`src/shared/bscan_pkg.sv`:
```
`default_nettype none
package bscan_pkg;
   // Chain geometry and pin grouping.
   localparam int CHAIN_LEN = 57;
   localparam int PIN_COUNT = 28;
   localparam int RST_CELL_POS = 40;
   localparam int LOW_GROUP_START = 8;
   localparam int UPPER_TOP = 56;
   localparam int LOWER_TOP = 55;
   localparam int ANALOG_W = 8;
   // Instruction codes seen from the instruction register.
   localparam logic [3:0] OP_EXTEST = 4'h0;
   localparam logic [3:0] OP_SAMPLE_PRELOAD = 4'h2;
   localparam logic [3:0] OP_TEST_RESET = 4'hC;
   // Register bus layout.
   localparam int ADDR_W = 8;
   localparam int DATA_W = 8;
   localparam logic [7:0] REG_RESET_CAUSE = 8'h34;
   localparam logic [7:0] REG_SYS_CTRL = 8'h35;
   localparam logic [7:0] SYS_CTRL_RESET = 8'h00;
   localparam logic [4:0] CAUSE_RESET = 5'h00;
   // Field positions in system_control_bits.
   localparam int BIT_TEST_IF_DISABLE = 7;
   localparam int BIT_PULLUP_DISABLE = 4;
   localparam int BIT_VECTOR_SELECT = 1;
   localparam int BIT_VECTOR_UNLOCK = 0;
   // Field positions in reset_cause_flags.
   localparam int BIT_TEST_RESET_FLAG = 4;
   localparam int BIT_WATCHDOG_FLAG = 3;
   localparam int BIT_BROWNOUT_FLAG = 2;
   localparam int BIT_EXTERNAL_FLAG = 1;
   localparam int BIT_POWERON_FLAG = 0;
   // Timed write window, in core clock cycles.
   localparam int TIMED_WINDOW_CYC = 4;
   localparam logic [2:0] TIMED_RELOAD = 3'(TIMED_WINDOW_CYC - 1);
   // Data register control from the test access port controller.
   typedef struct packed {
      logic capture;
      logic shift;
      logic update;
      logic [3:0] instr;
   } tap_ctl_t;
   // Pin-side sampling of the test clock and data.
   typedef struct packed {
      logic tck;
      logic tdi;
      tap_ctl_t ctl;
   } link_in_t;
endpackage : bscan_pkg
`default_nettype wire

```
`src/boundary_scan_chain_ctrl.sv`:
```
// Function
// Scan instructions force pull-ups off on every scanned pin.
// Each pin cell folds control, output and input into two stages.
// Input sample comes straight from pin; output is latch, control direction.
// Pull-up enable is not-disable AND not-direction AND output latch.
// Alternate functions sit outside the cell; chain sees the real pin.
// Digital controls to analog circuitry are switched off during scan.
// No clock on the clock-output pin under scan instructions.
// The clock-output signal is never captured by the chain.
// A capture-only cell observes the active-low reset pin.
// Bit 0 is shifted in first and shifted out first.
// 57 cells; port B pairs at 56..41, reset cell at 40.
// Port D pairs at 39..24, port C pins 0,1,6,7 at 23..16.
// Port A in reverse pin order, bits 15 down to 0.
// Data cell is the first stage, control cell the second.
// The four test-access pins have no cells in the chain.
// Interface-disable bit 7 low enables port with fuse; resets to 0.
// Disable bit changes only on two equal writes within four cycles.
// Test-reset cause flag sets when the test reset register resets.
// Test-reset flag clears on power-on or software zero write only.
// External test captures pins and drives update latches onto pins.
// Sample-preload captures pins and loads latches without driving pins.
// Device held in reset while the test reset bit is high; here only while the test-reset instruction is loaded.
// Without scan instructions pins follow normal port logic.
//
// Chosen here: the strobed register port.
`timescale 1ns/1ps
`default_nettype none
module boundary_scan_chain_ctrl
   import bscan_pkg::*;
(
   input wire logic core_clk_in,
   input wire logic srst_in,
   input wire logic tck_in,
   input wire logic tdi_in,
   input wire tap_ctl_t tap_ctl_in,
   output logic tdo_out,
   output logic tdo_sel_out,
   input wire logic test_interface_fuse_in,
   output logic test_interface_en_out,
   input wire logic [PIN_COUNT-1:0] pin_input_value_in,
   input wire logic [PIN_COUNT-1:0] pin_output_latch_in,
   input wire logic [PIN_COUNT-1:0] pin_direction_bit_in,
   output logic [PIN_COUNT-1:0] pin_out_out,
   output logic [PIN_COUNT-1:0] pin_oe_out,
   output logic [PIN_COUNT-1:0] pin_pullup_enable_out,
   input wire logic rst_pin_n_in,
   input wire logic clock_output_fuse_in,
   output logic clk_pin_out,
   input wire logic [ANALOG_W-1:0] analog_ctrl_in,
   output logic [ANALOG_W-1:0] analog_ctrl_out,
   output logic test_reset_out,
   input wire logic poweron_evt_in,
   input wire logic external_evt_in,
   input wire logic brownout_evt_in,
   input wire logic watchdog_evt_in,
   input wire logic [ADDR_W-1:0] reg_addr_in,
   input wire logic [DATA_W-1:0] reg_wdata_in,
   input wire logic reg_wr_in,
   input wire logic reg_rd_in,
   output logic [DATA_W-1:0] reg_rdata_out
);

   // Chain position of the data cell of pin k; the control cell sits one
   // below. Pins run B0..B7, D0..D7, C0,C1,C6,C7, A7..A0.
   function automatic int data_pos(input int k);
      if (k < LOW_GROUP_START)
         return UPPER_TOP - 2 * k;
      else
         return LOWER_TOP - 2 * k;
   endfunction : data_pos

   // Pull-up equation of a pin in normal operation.
   function automatic logic pullup_eqn(input logic pull_off,
                                       input logic dir,
                                       input logic latch);
      return ~pull_off & ~dir & latch;
   endfunction : pullup_eqn

   link_in_t sync1_r;
   link_in_t sync2_r;
   logic tck_d_r;
   logic [CHAIN_LEN-1:0] chain_r;
   logic [CHAIN_LEN-1:0] upd_r;
   logic [CHAIN_LEN-1:0] cap_vec;
   logic [PIN_COUNT-1:0] upd_data;
   logic [PIN_COUNT-1:0] upd_ctrl;
   logic [PIN_COUNT-1:0] pin_out_r;
   logic [PIN_COUNT-1:0] pin_oe_r;
   logic [PIN_COUNT-1:0] pullup_r;
   logic [PIN_COUNT-1:0] pin_out_nxt;
   logic [PIN_COUNT-1:0] pin_oe_nxt;
   logic [PIN_COUNT-1:0] pullup_nxt;
   logic [ANALOG_W-1:0] analog_r;
   logic tdo_r;
   logic rst_reg_r;
   logic clk_out_en_r;
   logic port_off_r;
   logic pullup_off_r;
   logic vec_select_r;
   logic vec_unlock_r;
   logic pend_val_r;
   logic [2:0] pend_cnt_r;
   logic [4:0] cause_r;
   logic [4:0] cause_nxt;
   logic [4:0] cause_keep;
   logic [4:0] cause_set;
   logic [DATA_W-1:0] rdata_r;
   logic [DATA_W-1:0] ctrl_val;

   // Test clock, data and port controller state cross into the core clock
   // through two flip-flops; only the second stage is read.
   always_ff @(posedge core_clk_in)
   begin
      sync1_r <= {tck_in, tdi_in, tap_ctl_in};
      sync2_r <= sync1_r;
      tck_d_r <= sync2_r.tck;
   end

   // Instruction decode and test clock edges.
   wire tap_en = test_interface_fuse_in & ~port_off_r;
   wire [3:0] instr = sync2_r.ctl.instr;
   wire is_extest = tap_en && (instr == OP_EXTEST);
   wire is_sample = tap_en && (instr == OP_SAMPLE_PRELOAD);
   wire is_rst = tap_en && (instr == OP_TEST_RESET);
   wire bscan_act = is_extest | is_sample;
   wire tck_rise = tap_en & sync2_r.tck & ~tck_d_r;
   wire tck_fall = tap_en & ~sync2_r.tck & tck_d_r;
   wire tdi_s = sync2_r.tdi;
   wire bs_capture = tck_rise & bscan_act & sync2_r.ctl.capture;
   wire bs_shift = tck_rise & bscan_act & sync2_r.ctl.shift;
   wire bs_update = tck_rise & bscan_act & sync2_r.ctl.update;
   wire rst_shift = tck_rise & is_rst & sync2_r.ctl.shift;

   // Per-pin wiring of the two-stage cells. The data stage captures the raw
   // pin with no synchronizer, the control stage the applied direction.
   // Only the 28 port pins and the reset cell exist, so the test-access
   // pins and the clock output have no place in the chain.
   genvar k;
   generate
      for (k = 0; k < PIN_COUNT; k++)
      begin : g_cell
         localparam int DP = data_pos(k);
         assign cap_vec[DP] = pin_input_value_in[k];
         assign cap_vec[DP-1] = pin_oe_r[k];
         assign upd_data[k] = upd_r[DP];
         assign upd_ctrl[k] = upd_r[DP-1];
      end
   endgenerate
   // The reset pin is observed only; nothing drives it from the chain.
   assign cap_vec[RST_CELL_POS] = rst_pin_n_in;

   // Shift register: capture, or shift with new bits entering at the top
   // so that bit 0 leaves first.
   always_ff @(posedge core_clk_in)
   begin
      if (srst_in)
         chain_r <= '0;
      else if (bs_capture)
         chain_r <= cap_vec;
      else if (bs_shift)
         chain_r <= {tdi_s, chain_r[CHAIN_LEN-1:1]};
   end

   // Update latches load from the chain in both scan instructions.
   always_ff @(posedge core_clk_in)
   begin
      if (srst_in)
         upd_r <= '0;
      else if (bs_update)
         upd_r <= chain_r;
   end

   // Unlatched one-bit test reset register.
   always_ff @(posedge core_clk_in)
   begin
      if (srst_in)
         rst_reg_r <= 1'b0;
      else if (rst_shift)
         rst_reg_r <= tdi_s;
   end
   assign test_reset_out = rst_reg_r & is_rst;

   // Serial output changes on the falling test clock edge.
   always_ff @(posedge core_clk_in)
   begin
      if (srst_in)
         tdo_r <= 1'b0;
      else if (tck_fall)
         tdo_r <= bscan_act ? chain_r[0] : (is_rst & rst_reg_r);
   end
   assign tdo_out = tdo_r;
   assign tdo_sel_out = bscan_act | is_rst;

   // Pin drive: external test drives the update latches; sample-preload
   // and normal mode leave the port logic in charge.
   assign pin_out_nxt = is_extest ? upd_data : pin_output_latch_in;
   assign pin_oe_nxt = is_extest ? upd_ctrl : pin_direction_bit_in;
   always_comb
   begin
      for (int i = 0; i < PIN_COUNT; i++)
         pullup_nxt[i] = ~bscan_act & pullup_eqn(pullup_off_r,
            pin_direction_bit_in[i], pin_output_latch_in[i]);
   end

   // Registered pin outputs, analog controls and clock-output enable.
   always_ff @(posedge core_clk_in)
   begin
      if (srst_in)
      begin
         pin_out_r <= '0;
         pin_oe_r <= '0;
         pullup_r <= '0;
         analog_r <= '0;
         clk_out_en_r <= 1'b0;
      end
      else
      begin
         pin_out_r <= pin_out_nxt;
         pin_oe_r <= pin_oe_nxt;
         pullup_r <= pullup_nxt;
         analog_r <= bscan_act ? '0 : analog_ctrl_in;
         clk_out_en_r <= clock_output_fuse_in & ~bscan_act;
      end
   end
   assign pin_out_out = pin_out_r;
   assign pin_oe_out = pin_oe_r;
   assign pin_pullup_enable_out = pullup_r;
   assign analog_ctrl_out = analog_r;
   assign clk_pin_out = core_clk_in & clk_out_en_r;
   assign test_interface_en_out = tap_en;

   // Register bus decode.
   wire wr_ctrl = reg_wr_in && (reg_addr_in == REG_SYS_CTRL);
   wire wr_cause = reg_wr_in && (reg_addr_in == REG_RESET_CAUSE);
   wire rd_ctrl = reg_rd_in && (reg_addr_in == REG_SYS_CTRL);
   wire rd_cause = reg_rd_in && (reg_addr_in == REG_RESET_CAUSE);
   wire new_off = reg_wdata_in[BIT_TEST_IF_DISABLE];
   wire timed_ok = (pend_cnt_r != 3'h0) && (new_off == pend_val_r);

   // Control bits; the disable bit needs two equal writes in the window.
   always_ff @(posedge core_clk_in)
   begin
      if (srst_in)
      begin
         port_off_r <= 1'h0;
         pullup_off_r <= 1'h0;
         vec_select_r <= 1'h0;
         vec_unlock_r <= 1'h0;
         pend_val_r <= 1'b0;
         pend_cnt_r <= 3'h0;
      end
      else if (wr_ctrl)
      begin
         pullup_off_r <= reg_wdata_in[BIT_PULLUP_DISABLE];
         vec_select_r <= reg_wdata_in[BIT_VECTOR_SELECT];
         vec_unlock_r <= reg_wdata_in[BIT_VECTOR_UNLOCK];
         pend_val_r <= new_off;
         if (timed_ok)
         begin
            port_off_r <= new_off;
            pend_cnt_r <= 3'h0;
         end
         else
            pend_cnt_r <= TIMED_RELOAD;
      end
      else if (pend_cnt_r != 3'h0)
         pend_cnt_r <= pend_cnt_r - 3'h1;
   end

   // Reset cause flags: hardware sets win over software zero writes.
   assign cause_keep = wr_cause ? reg_wdata_in[4:0] : 5'h1F;
   always_comb
   begin
      cause_set = 5'h00;
      cause_set[BIT_TEST_RESET_FLAG] = test_reset_out;
      cause_set[BIT_WATCHDOG_FLAG] = watchdog_evt_in;
      cause_set[BIT_BROWNOUT_FLAG] = brownout_evt_in;
      cause_set[BIT_EXTERNAL_FLAG] = external_evt_in;
      cause_set[BIT_POWERON_FLAG] = poweron_evt_in;
      cause_nxt = cause_r & cause_keep;
      if (poweron_evt_in)
         cause_nxt[BIT_TEST_RESET_FLAG] = 1'b0;
      cause_nxt = cause_nxt | cause_set;
   end
   always_ff @(posedge core_clk_in)
   begin
      if (srst_in)
         cause_r <= CAUSE_RESET;
      else
         cause_r <= cause_nxt;
   end

   // Read data stands only in the cycle after the read strobe.
   always_comb
   begin
      ctrl_val = SYS_CTRL_RESET;
      ctrl_val[BIT_TEST_IF_DISABLE] = port_off_r;
      ctrl_val[BIT_PULLUP_DISABLE] = pullup_off_r;
      ctrl_val[BIT_VECTOR_SELECT] = vec_select_r;
      ctrl_val[BIT_VECTOR_UNLOCK] = vec_unlock_r;
   end
   always_ff @(posedge core_clk_in)
   begin
      if (srst_in)
         rdata_r <= '0;
      else if (rd_ctrl)
         rdata_r <= ctrl_val;
      else if (rd_cause)
         rdata_r <= {3'h0, cause_r};
      else
         rdata_r <= '0;
   end
   assign reg_rdata_out = rdata_r;

   // Checks on the scan, pin and register behaviour.
   AST_PULLUP_OFF: assert property (
      @(posedge core_clk_in) disable iff (srst_in)
      bscan_act |=> (pin_pullup_enable_out == '0))
      else $error("pull-up active during scan");
   AST_PULLUP_EQN: assert property (
      @(posedge core_clk_in) disable iff (srst_in)
      !bscan_act |=> pin_pullup_enable_out ==
      $past(~{PIN_COUNT{pullup_off_r}} & ~pin_direction_bit_in &
      pin_output_latch_in))
      else $error("pull-up equation wrong");
   AST_NORMAL_PINS: assert property (
      @(posedge core_clk_in) disable iff (srst_in)
      !is_extest |=> (pin_out_out == $past(pin_output_latch_in)) &&
      (pin_oe_out == $past(pin_direction_bit_in)))
      else $error("pins not following port logic");
   AST_EXTEST_DRIVE: assert property (
      @(posedge core_clk_in) disable iff (srst_in)
      is_extest |=> (pin_oe_out == $past(upd_ctrl)) &&
      (pin_out_out == $past(upd_data)))
      else $error("external test not driving latches");
   AST_CLK_GATED: assert property (
      @(posedge core_clk_in) disable iff (srst_in)
      bscan_act |=> !clk_out_en_r)
      else $error("clock output enabled during scan");
   AST_ANALOG_OFF: assert property (
      @(posedge core_clk_in) disable iff (srst_in)
      bscan_act |=> (analog_ctrl_out == '0))
      else $error("analog controls live during scan");
   AST_SHIFT_LSB: assert property (
      @(posedge core_clk_in) disable iff (srst_in)
      bs_shift |=> (chain_r[CHAIN_LEN-1] == $past(tdi_s)) &&
      (chain_r[CHAIN_LEN-2:0] == $past(chain_r[CHAIN_LEN-1:1])))
      else $error("shift direction wrong");
   AST_CAPTURE_RST: assert property (
      @(posedge core_clk_in) disable iff (srst_in)
      bs_capture |=> chain_r[RST_CELL_POS] == $past(rst_pin_n_in))
      else $error("reset cell not captured");
   // A change straight after a system reset comes from the reset itself.
   AST_DISABLE_TIMED: assert property (
      @(posedge core_clk_in) disable iff (srst_in)
      $changed(port_off_r) && !$past(srst_in) |->
      $past(wr_ctrl) && ($past(pend_cnt_r) != 3'h0))
      else $error("disable bit changed by single write");
   AST_TEST_RESET_FLAG: assert property (
      @(posedge core_clk_in) disable iff (srst_in)
      test_reset_out |=> cause_r[BIT_TEST_RESET_FLAG])
      else $error("test reset flag not set");
   AST_FLAG_KEEP: assert property (
      @(posedge core_clk_in) disable iff (srst_in)
      (external_evt_in || brownout_evt_in || watchdog_evt_in) &&
      !poweron_evt_in && !wr_cause && !test_reset_out |=>
      cause_r[BIT_TEST_RESET_FLAG] ==
      $past(cause_r[BIT_TEST_RESET_FLAG]))
      else $error("test reset flag changed by other reset");
   AST_SAMPLE_NOPIN: assert property (
      @(posedge core_clk_in) disable iff (srst_in)
      is_sample |=> pin_out_out == $past(pin_output_latch_in))
      else $error("sample-preload drove pins");
   AST_TRST_HOLD: assert property (
      @(posedge core_clk_in) disable iff (srst_in)
      rst_shift ##1 is_rst |-> test_reset_out == $past(tdi_s))
      else $error("test reset not following register");
   COV_EXTEST_UPDATE: cover property (@(posedge core_clk_in) disable iff
      (srst_in) bs_update && is_extest);
   COV_SAMPLE_CAPTURE: cover property (@(posedge core_clk_in) disable iff
      (srst_in) bs_capture && is_sample);
   COV_DISABLE_CHANGE: cover property (@(posedge core_clk_in) disable iff
      (srst_in) wr_ctrl && timed_ok);
   COV_TEST_RESET: cover property (@(posedge core_clk_in) disable iff
      (srst_in) test_reset_out);

endmodule : boundary_scan_chain_ctrl
`default_nettype wire

```
`config.mk`:
```
export PLATFORM = sky130hd
export DESIGN_NAME = boundary_scan_chain_ctrl
export DESIGN_NICKNAME = d
export VERILOG_FILES = /design/src/shared/bscan_pkg.sv /design/src/boundary_scan_chain_ctrl.sv
export SDC_FILE = /design/constraint.sdc
export NUM_CORES = 1
export LEC_CHECK = 0
export BUFFER_PORTS_ARGS = -buffer_cell sky130_fd_sc_hd__buf_2
export CORE_ASPECT_RATIO = 2
export CORE_MARGIN = 2
export CORE_UTILIZATION = 56
export CTS_CLUSTER_DIAMETER = 80
export CTS_CLUSTER_SIZE = 20
export DETAILED_ROUTE_END_ITERATION = 7
export GPL_ROUTABILITY_DRIVEN = 0
export GPL_TIMING_DRIVEN = 0
export PLACE_DENSITY = 0.95
export SLEW_MARGIN = 0
export SYNTH_ARGS = -nofsm -noshare
export SYNTH_HDL_FRONTEND = slang
export SYNTH_SLANG_ARGS = --single-unit
```
`constraint.sdc`:
```
create_clock -name core_clk_in -period 4.2 [get_ports core_clk_in]
set_input_delay 0.21 -clock core_clk_in [delete_from_list [all_inputs] [get_ports core_clk_in]]
set_output_delay 0.21 -clock core_clk_in [all_outputs]
set_load 0.01 [all_outputs]
```
== Word level (Yosys, flattened, before mapping) ==
Cells that the tools add are included.
Word-level totals
  register bits after elaboration: 249
  bits of input ports: 128
  output and inout bits: 105
  logic and storage cells: 202
Operators by class
  add/sub/neg operators: 1
  equality and inequality tests: 5
  mux-type cells: 12
  bitwise gates (word level): 136
  reductions and logical operators: 16
Operators by type and width (count)
  $mux W57: 2
  $and A1 B1 Y1: 98
  $mux W28: 2
  $not A1 Y1: 34
  $eq A8 B6 Y1 const B: 2
  $mux W5: 2
  $logic_and A1 B1 Y1: 8
  $mux W8: 1
  $mux W3: 2
  $and A5 B5 Y5: 1
  $or A5 B5 Y5: 1
  $eq A4 B2 Y1 const B: 1
  $eq A4 B4 Y1 const B: 1
  $logic_not A4 Y1: 1
  $reduce_bool A2 Y1: 2
  $reduce_or A2 Y1: 2
  $reduce_bool A3 Y1: 1
  $reduce_or A3 Y1: 1
  $sub A3 B1 Y3 const B: 1
  $mux W1: 2
  $mux W2: 1
  $or A1 B1 Y1: 2
  $reduce_and A2 Y1: 1
  $eq A1 B1 Y1: 1

== Logic depth before layout (Yosys ltp) ==
Gate-level depths: netlist (run 1).
  depth in word-level cells: 8
  gate-level depth with buffers: 7
  depth with buffers taken out: 6

==> results of run 1 <==
-- routing by layer --
metal,track usage,vias to the layer above,wire length [um]
li1,-,3915,-
met5,0,-,0
met4,0.219,0,1990
met3,0.0600,161,2100
met2,0.625,540,15600
met1,0.334,4122,9850
-- sequential cells by signal (all words and copies together) (netlist names), 3 cells and up --
name and flops:
chain_r 57, upd_r 56, pin_oe_out 28, pin_out_out 28, pin_pullup_enable_out 28, sync1_r 9
analog_ctrl_out 8, reg_rdata_out 6, cause_r 5, instr 4, sync2_r 4, pend_cnt_r 3
-- logic make-up after synthesis --
group           Yosys count  synth area share
fa+ha+maj                 2           0.00278
buf+inv                  75            0.0451
mux                      67            0.0747
flops                   246             0.547
compound gates          187             0.146
xor+xnor                  2           0.00194
other cells               1          0.000416
simple gates            371             0.183
-- worst paths after layout --
path | from | endpoint | cells after the start
max reg2reg | port_off_r | pin_pullup_enable_out[24] | 7
min | pin_input_value_in[20] | chain_r[15] | 3
max | port_off_r | pin_pullup_enable_out[24] | 7
min reg2reg | sync1_r[6] | sync2_r[6] | 0
-- power groups by stage --
| stage | Combinational, mW | Clock, mW | Sequential (mW) |
|---|---|---|---|
| after floorplan | 0.166 | 0.00336 | 2.51 |
| after global placement | 0.344 | 0.00540 | 2.49 |
| after detailed placement | 0.360 | 0.00540 | 2.50 |
| after CTS | 0.446 | 1.64 | 2.44 |
| after global routing | 0.499 | 1.72 | 2.45 |
| final | 0.465 | 1.64 | 2.44 |
-- per-stage QoR --
stage	hold slack (ns)	utilization
after floorplan	0.238	-
after global placement	0.312	0.659
after detailed placement	0.314	0.659
after CTS	0.00104	0.767
after global routing	0.00998	0.768
final	0.00845	0.768
-- Yosys cell counts, drive strengths merged --
cell type,instances,area (um^2)
dfxtp,246,4920
nand3,3,15.0
and3,1,6.26
xnor2,1,8.76
o211ai,1,7.51
and4b,1,10.0
clkbuf,43,161
and3b,2,17.5
and4,1,8.76
o211a,1,10.0
nor2,77,289
a211oi,60,651
buf,27,226
nor3b,31,233
nand2b,2,12.5
nor4bb,1,10.0
a21oi,117,586
mux2i,65,651
mux2,2,22.5
a21o,1,7.51
a221oi,2,17.5
o21ai,2,10.0
nor2b,2,12.5
ha,2,25.0
nand3b,1,7.51
inv,5,18.8
and2,14,87.6
conb,1,3.75
o311ai,1,8.76
nor4b,2,38.8
nand2,229,860
and4bb,2,25.0
nand4,2,12.5
a32oi,1,8.76
xor2,1,8.76
o31ai,1,7.51
-- what timing repair did --
action                    in CTS  in global routing
hold buffers                 119                  0
hold endpoints to repair     119                  0
gates resized for setup        0                  0
-- critical path: cells and delay by family, from the launching register on --
kind | cells | cell delay (ns)
simple gates | 3 | 0.57
buf+inv | 3 | 1.12
compound gates | 1 | 0.62
flops | 1 | 0.53
-- layout make-up --
class,instances,area (um^2)
fill,946,3670
clock buffer,21,505
antenna,1,2.50
buffer,70,388
timing repair buffer,345,2320
sequential,246,4920
inverter,5,18.8
clock inverter,1,16.3
multi-input combinational,631,3680
tap,201,251
==> impl_metrics.toml, run 1 <==
[floorplanning]
rows = 65
dieArea_mm2 = 0.0172
ios = 233
coreArea_mm2 = 0.0158
dieWidth_um = 93.7
die_h_um = 183
initial_utilization = 0.571

[route]
drt_iter0_markers = 628
vias = 8738
wl_um = 29500
first_pass_iters = 7
wl_per_cell_um = 19.4
ant_nets = 0
route.detailed.drc = 0
via_per_inst = 5.74

[finish]
final_common_cell = "dfxtp_1"
synthToLayoutAreaGrowth_pct = 34.4
fin_area_mm2 = 0.0121
layout_common_cells = "dfxtp_1, buf_2, nand2_1"
finalNonFillerCells = 1521
drive_above_1_share = 0.243
finalNetCount = 1449

[worst_setup_path]
crit_slowest_cell = "a21oi_1"
r2r_slack_ns = 1.29
worst_ep_required_time_ns = 4.73
endpoint_kind = "flip-flop"
crit_chain = "nor4b_4 -> a21oi_1 -> nand2b_1 -> buf_2 -> buf_2 -> nor3b_1 -> dlygate4sd3_1"
criticalPathCategory = "flip-flop to flip-flop"
cp.arrival_ns = 3.44
crit_top_cell = "buf_2"
cp_max_fo = 10
max_stage_delay_ns = 0.62
cp-start-kind = "flip-flop"

[timing]
finalSetupViolations = 0
slew_headroom = 0.442
fmax_mhz = 343
clock_skew_ns = 0.0143
post-route-min-period_ns = 2.91
finalCritPeriodShare = 0.694
tightest_slew_ns = 0.837
setup_tns_ns = 0
fin_ws_ns = 1.29
hold_violations = 0
slew_viol_final = 0
rsz0062_at_grt = "no"

[power]
p_total_mw = 4.55
clkPwrFrac = 0.360
switching_share = 0.234
p_per_area_mw_per_mm2 = 376
p_int_mw = 3.48
irDropWorstVdd_uv = 375
p_leak_nw = 4.94
p_seq_frac = 0.537
combPwrFrac = 0.102
power_switching_mw = 1.07

[place]
dp_cells = 1380
pre_cts_ws_ns = 1.64
place_area_mm2 = 0.0104
hpwl_um = 18400
port_buffers = 227

[yosys]
synth-seq-cells = 246
ys_warn_count = 0
syn_area_mm2 = 0.00901
post_synth.cell_area_avg_um2 = 9.47
seq_area_frac_synth = 0.547
yosysUniqueCellTypes = 41
synthCells = 951

[status]
outcome = "complete, no violations"

[flow_run]
cap_viol_max_count = 0

[clock_network]
worstSkewPairLatency_ns = 0.59
path_clk_slew_ns = 0.08
cts_tree = "built"
post_cts_buffers = 0

[min_path]
hp-class = "primary input to flip-flop"

[global_routing]
grt_pass1_vias = 9150
grt_start_max_net_pins = 21
antenna_found_initial = 1
grt_overflow_total = 0
grt_first_pass_wirelength_um = 45100
grt_usage = 0.338
No activity file was read; power rests on OpenSTA's default activity.
==> run 2, diff against run 1 <==
--- a/config.mk
+++ b/config.mk
@@ -8,13 +8,13 @@
 export BUFFER_PORTS_ARGS = -buffer_cell sky130_fd_sc_hd__buf_2
 export CORE_ASPECT_RATIO = 2
 export CORE_MARGIN = 2
-export CORE_UTILIZATION = 56
+export CORE_UTILIZATION = 52
 export CTS_CLUSTER_DIAMETER = 80
 export CTS_CLUSTER_SIZE = 20
 export DETAILED_ROUTE_END_ITERATION = 7
 export GPL_ROUTABILITY_DRIVEN = 0
 export GPL_TIMING_DRIVEN = 0
-export PLACE_DENSITY = 0.95
+export PLACE_DENSITY = 0.91
 export SLEW_MARGIN = 0
 export SYNTH_ARGS = -nofsm -noshare
 export SYNTH_HDL_FRONTEND = slang
==> constraint.sdc (replaced) <==
create_clock -name core_clk_in -period 3 [get_ports core_clk_in]
set_input_delay 0.15 -clock core_clk_in [delete_from_list [all_inputs] [get_ports core_clk_in]]
set_output_delay 0.15 -clock core_clk_in [all_outputs]
set_load 0.01 [all_outputs]
==> impl_metrics.toml, run 2 (synthesis results as in run 1) <==
[timing]
rsz0062_at_grt = "no"
clock_skew_ns = 0.0169
setup_tns_ns = 0
hold_violations = 0
finalSetupViolations = 0
tightest_slew_ns = 0.793
slew_headroom = 0.471
fmax_mhz = 351
finalCritPeriodShare = 0.950
slew_viol_final = 0
post-route-min-period_ns = 2.85

[power]
clkPwrFrac = 0.361
irDropWorstVdd_uv = 519
p_seq_frac = 0.534
power_switching_mw = 1.51
p_int_mw = 4.90
p_per_area_mw_per_mm2 = 518
combPwrFrac = 0.104
p_leak_nw = 5.05
switching_share = 0.235

[finish]
final_common_cell = "dfxtp_1"
antennaDiodeCount = 0
drive_above_1_share = 0.239
reg.largest.list = "chain_r: 57 flops, upd_r: 56 flops"
largest_reg_flops = 57
synthToLayoutAreaGrowth_pct = 37.3
regMostFlops = "chain_r"
num-fill-cells = 1080
finalNetCount = 1474
layout_common_cells = "dfxtp_1, buf_2, nand2_1"
fin_area_mm2 = 0.0124

[min_path]
hp-class = "primary input to flip-flop"
worstHoldPathCells = 5

[place]
place_area_mm2 = 0.0104
hpwl_um = 17700
port_buffers = 227

[route]
route.detailed.drc = 0
first_pass_iters = 5
drt_iter0_markers = 398
wl_per_cell_um = 18.6
vias = 8563
ant_nets = 0
via_per_inst = 5.51
wl_um = 29000

[worst_setup_path]
endpoint_kind = "flip-flop"
worst_ep_required_time_ns = 3.53
cpLargestDelayFamily = "buffers and inverters"
crit_cells = 7
crit_chain = "nor4b_4 -> a21oi_1 -> nand2b_1 -> buf_2 -> buf_2 -> nor3b_1 -> dlygate4sd3_1"
cp.arrival_ns = 3.38
cp-start-kind = "flip-flop"
crit_slowest_cell = "a21oi_1"
criticalPathCategory = "flip-flop to flip-flop"
cp_max_fo = 10
reg2reg_depth = 7
worstPathBufferInverterCount = 3
max_stage_delay_ns = 0.66
crit_top_cell = "buf_2"

[floorplanning]
rows = 68
dieWidth_um = 97.1
ios = 233
dieArea_mm2 = 0.0185
coreArea_mm2 = 0.0171
initial_utilization = 0.527
die_h_um = 190

[global_routing]
grt_overflow_total = 0
grt_start_max_net_pins = 21
grt_pass1_vias = 9173
grt_usage = 0.303
grt_first_pass_wirelength_um = 45200
antenna_found_initial = 0

[flow_run]
cap_viol_max_count = 0

[clock_network]
path_clk_slew_ns = 0.09
worstSkewPairLatency_ns = 0.60
cts_tree = "built"
ctsResizeCount = 0

[status]
outcome = "complete, no violations"
## run 2: cell types whose count changed in the layout (fill, tap and decap cells not counted)
| cell | before | now |
|---|---|---|
| diode_2 | 1 | 0 |
| dlygate4sd3_1 | 119 | 144 |
## run 2: power groups by stage
stage	clock network, mW	logic (mW)	registers (mW)
after detailed placement	0.00756	0.498	3.49
after global placement	0.00756	0.475	3.49
after global routing	2.44	0.715	3.43
after CTS	2.32	0.638	3.42
after floorplan	0.00470	0.232	3.52
final	2.31	0.668	3.42
## run 2: path summary, 6_finish.rpt
| path | slack [ns] | end | startpoint |
|---|---|---|---|
| worst min-delay path | 0.06 | chain_r[55] | test_interface_fuse_in |
| worst max register to register | 0.15 | pin_pullup_enable_out[9] | port_off_r |
| worst max-delay path | 0.15 | pin_pullup_enable_out[9] | port_off_r |
| worst min register to register | 0.33 | instr[3] | sync1_r[3] |
## run 2: timing repair
action                    CTS  global route
hold endpoints to repair  147             0
hold buffers              144             0
buffers inserted            0             0
## run 2: metal layers
layer	vias up	share of wire	global-route usage
met5	-	0	0
met4	0	0.047	0.163
met3	109	0.071	0.0562
met2	464	0.53	0.564
met1	4032	0.35	0.318
li1	3958	-	-
## run 2: through the flow
stage | util | total power [mW] | hold WS [ns] | std cells | setup slack [ns]
floorplan | - | 3.75 | 0.178 | 952 | 1.19
global placement | 0.609 | 3.97 | 0.253 | 1389 | 0.800
detailed placement | 0.609 | 4.00 | 0.254 | 1389 | 0.762
CTS | 0.723 | 6.37 | 0.0437 | 1554 | 0.249
global route | 0.723 | 6.59 | 0.104 | 1554 | 0.0382
finish | 0.723 | 6.41 | 0.0635 | 1554 | 0.150
## run 2: area by class of cell
cell class | count | area, um^2 | area share
clock inverters | 1 | 16.3 | 0.00131
well taps | 210 | 263 | 0.0212
flip-flops and latches | 246 | 4920 | 0.398
repair buffers | 370 | 2570 | 0.208
plain buffers | 70 | 388 | 0.0314
inverters | 5 | 18.8 | 0.00152
clock buffers | 21 | 505 | 0.0409
multi-input cells | 631 | 3680 | 0.298
## run 2: tightest hold or removal path: stages
cell and delay [ns]:
buf_2 0.12, nor4b_4 0.15, o211ai_1 0.09, a32oi_1 0.06, nor2_1 0.07
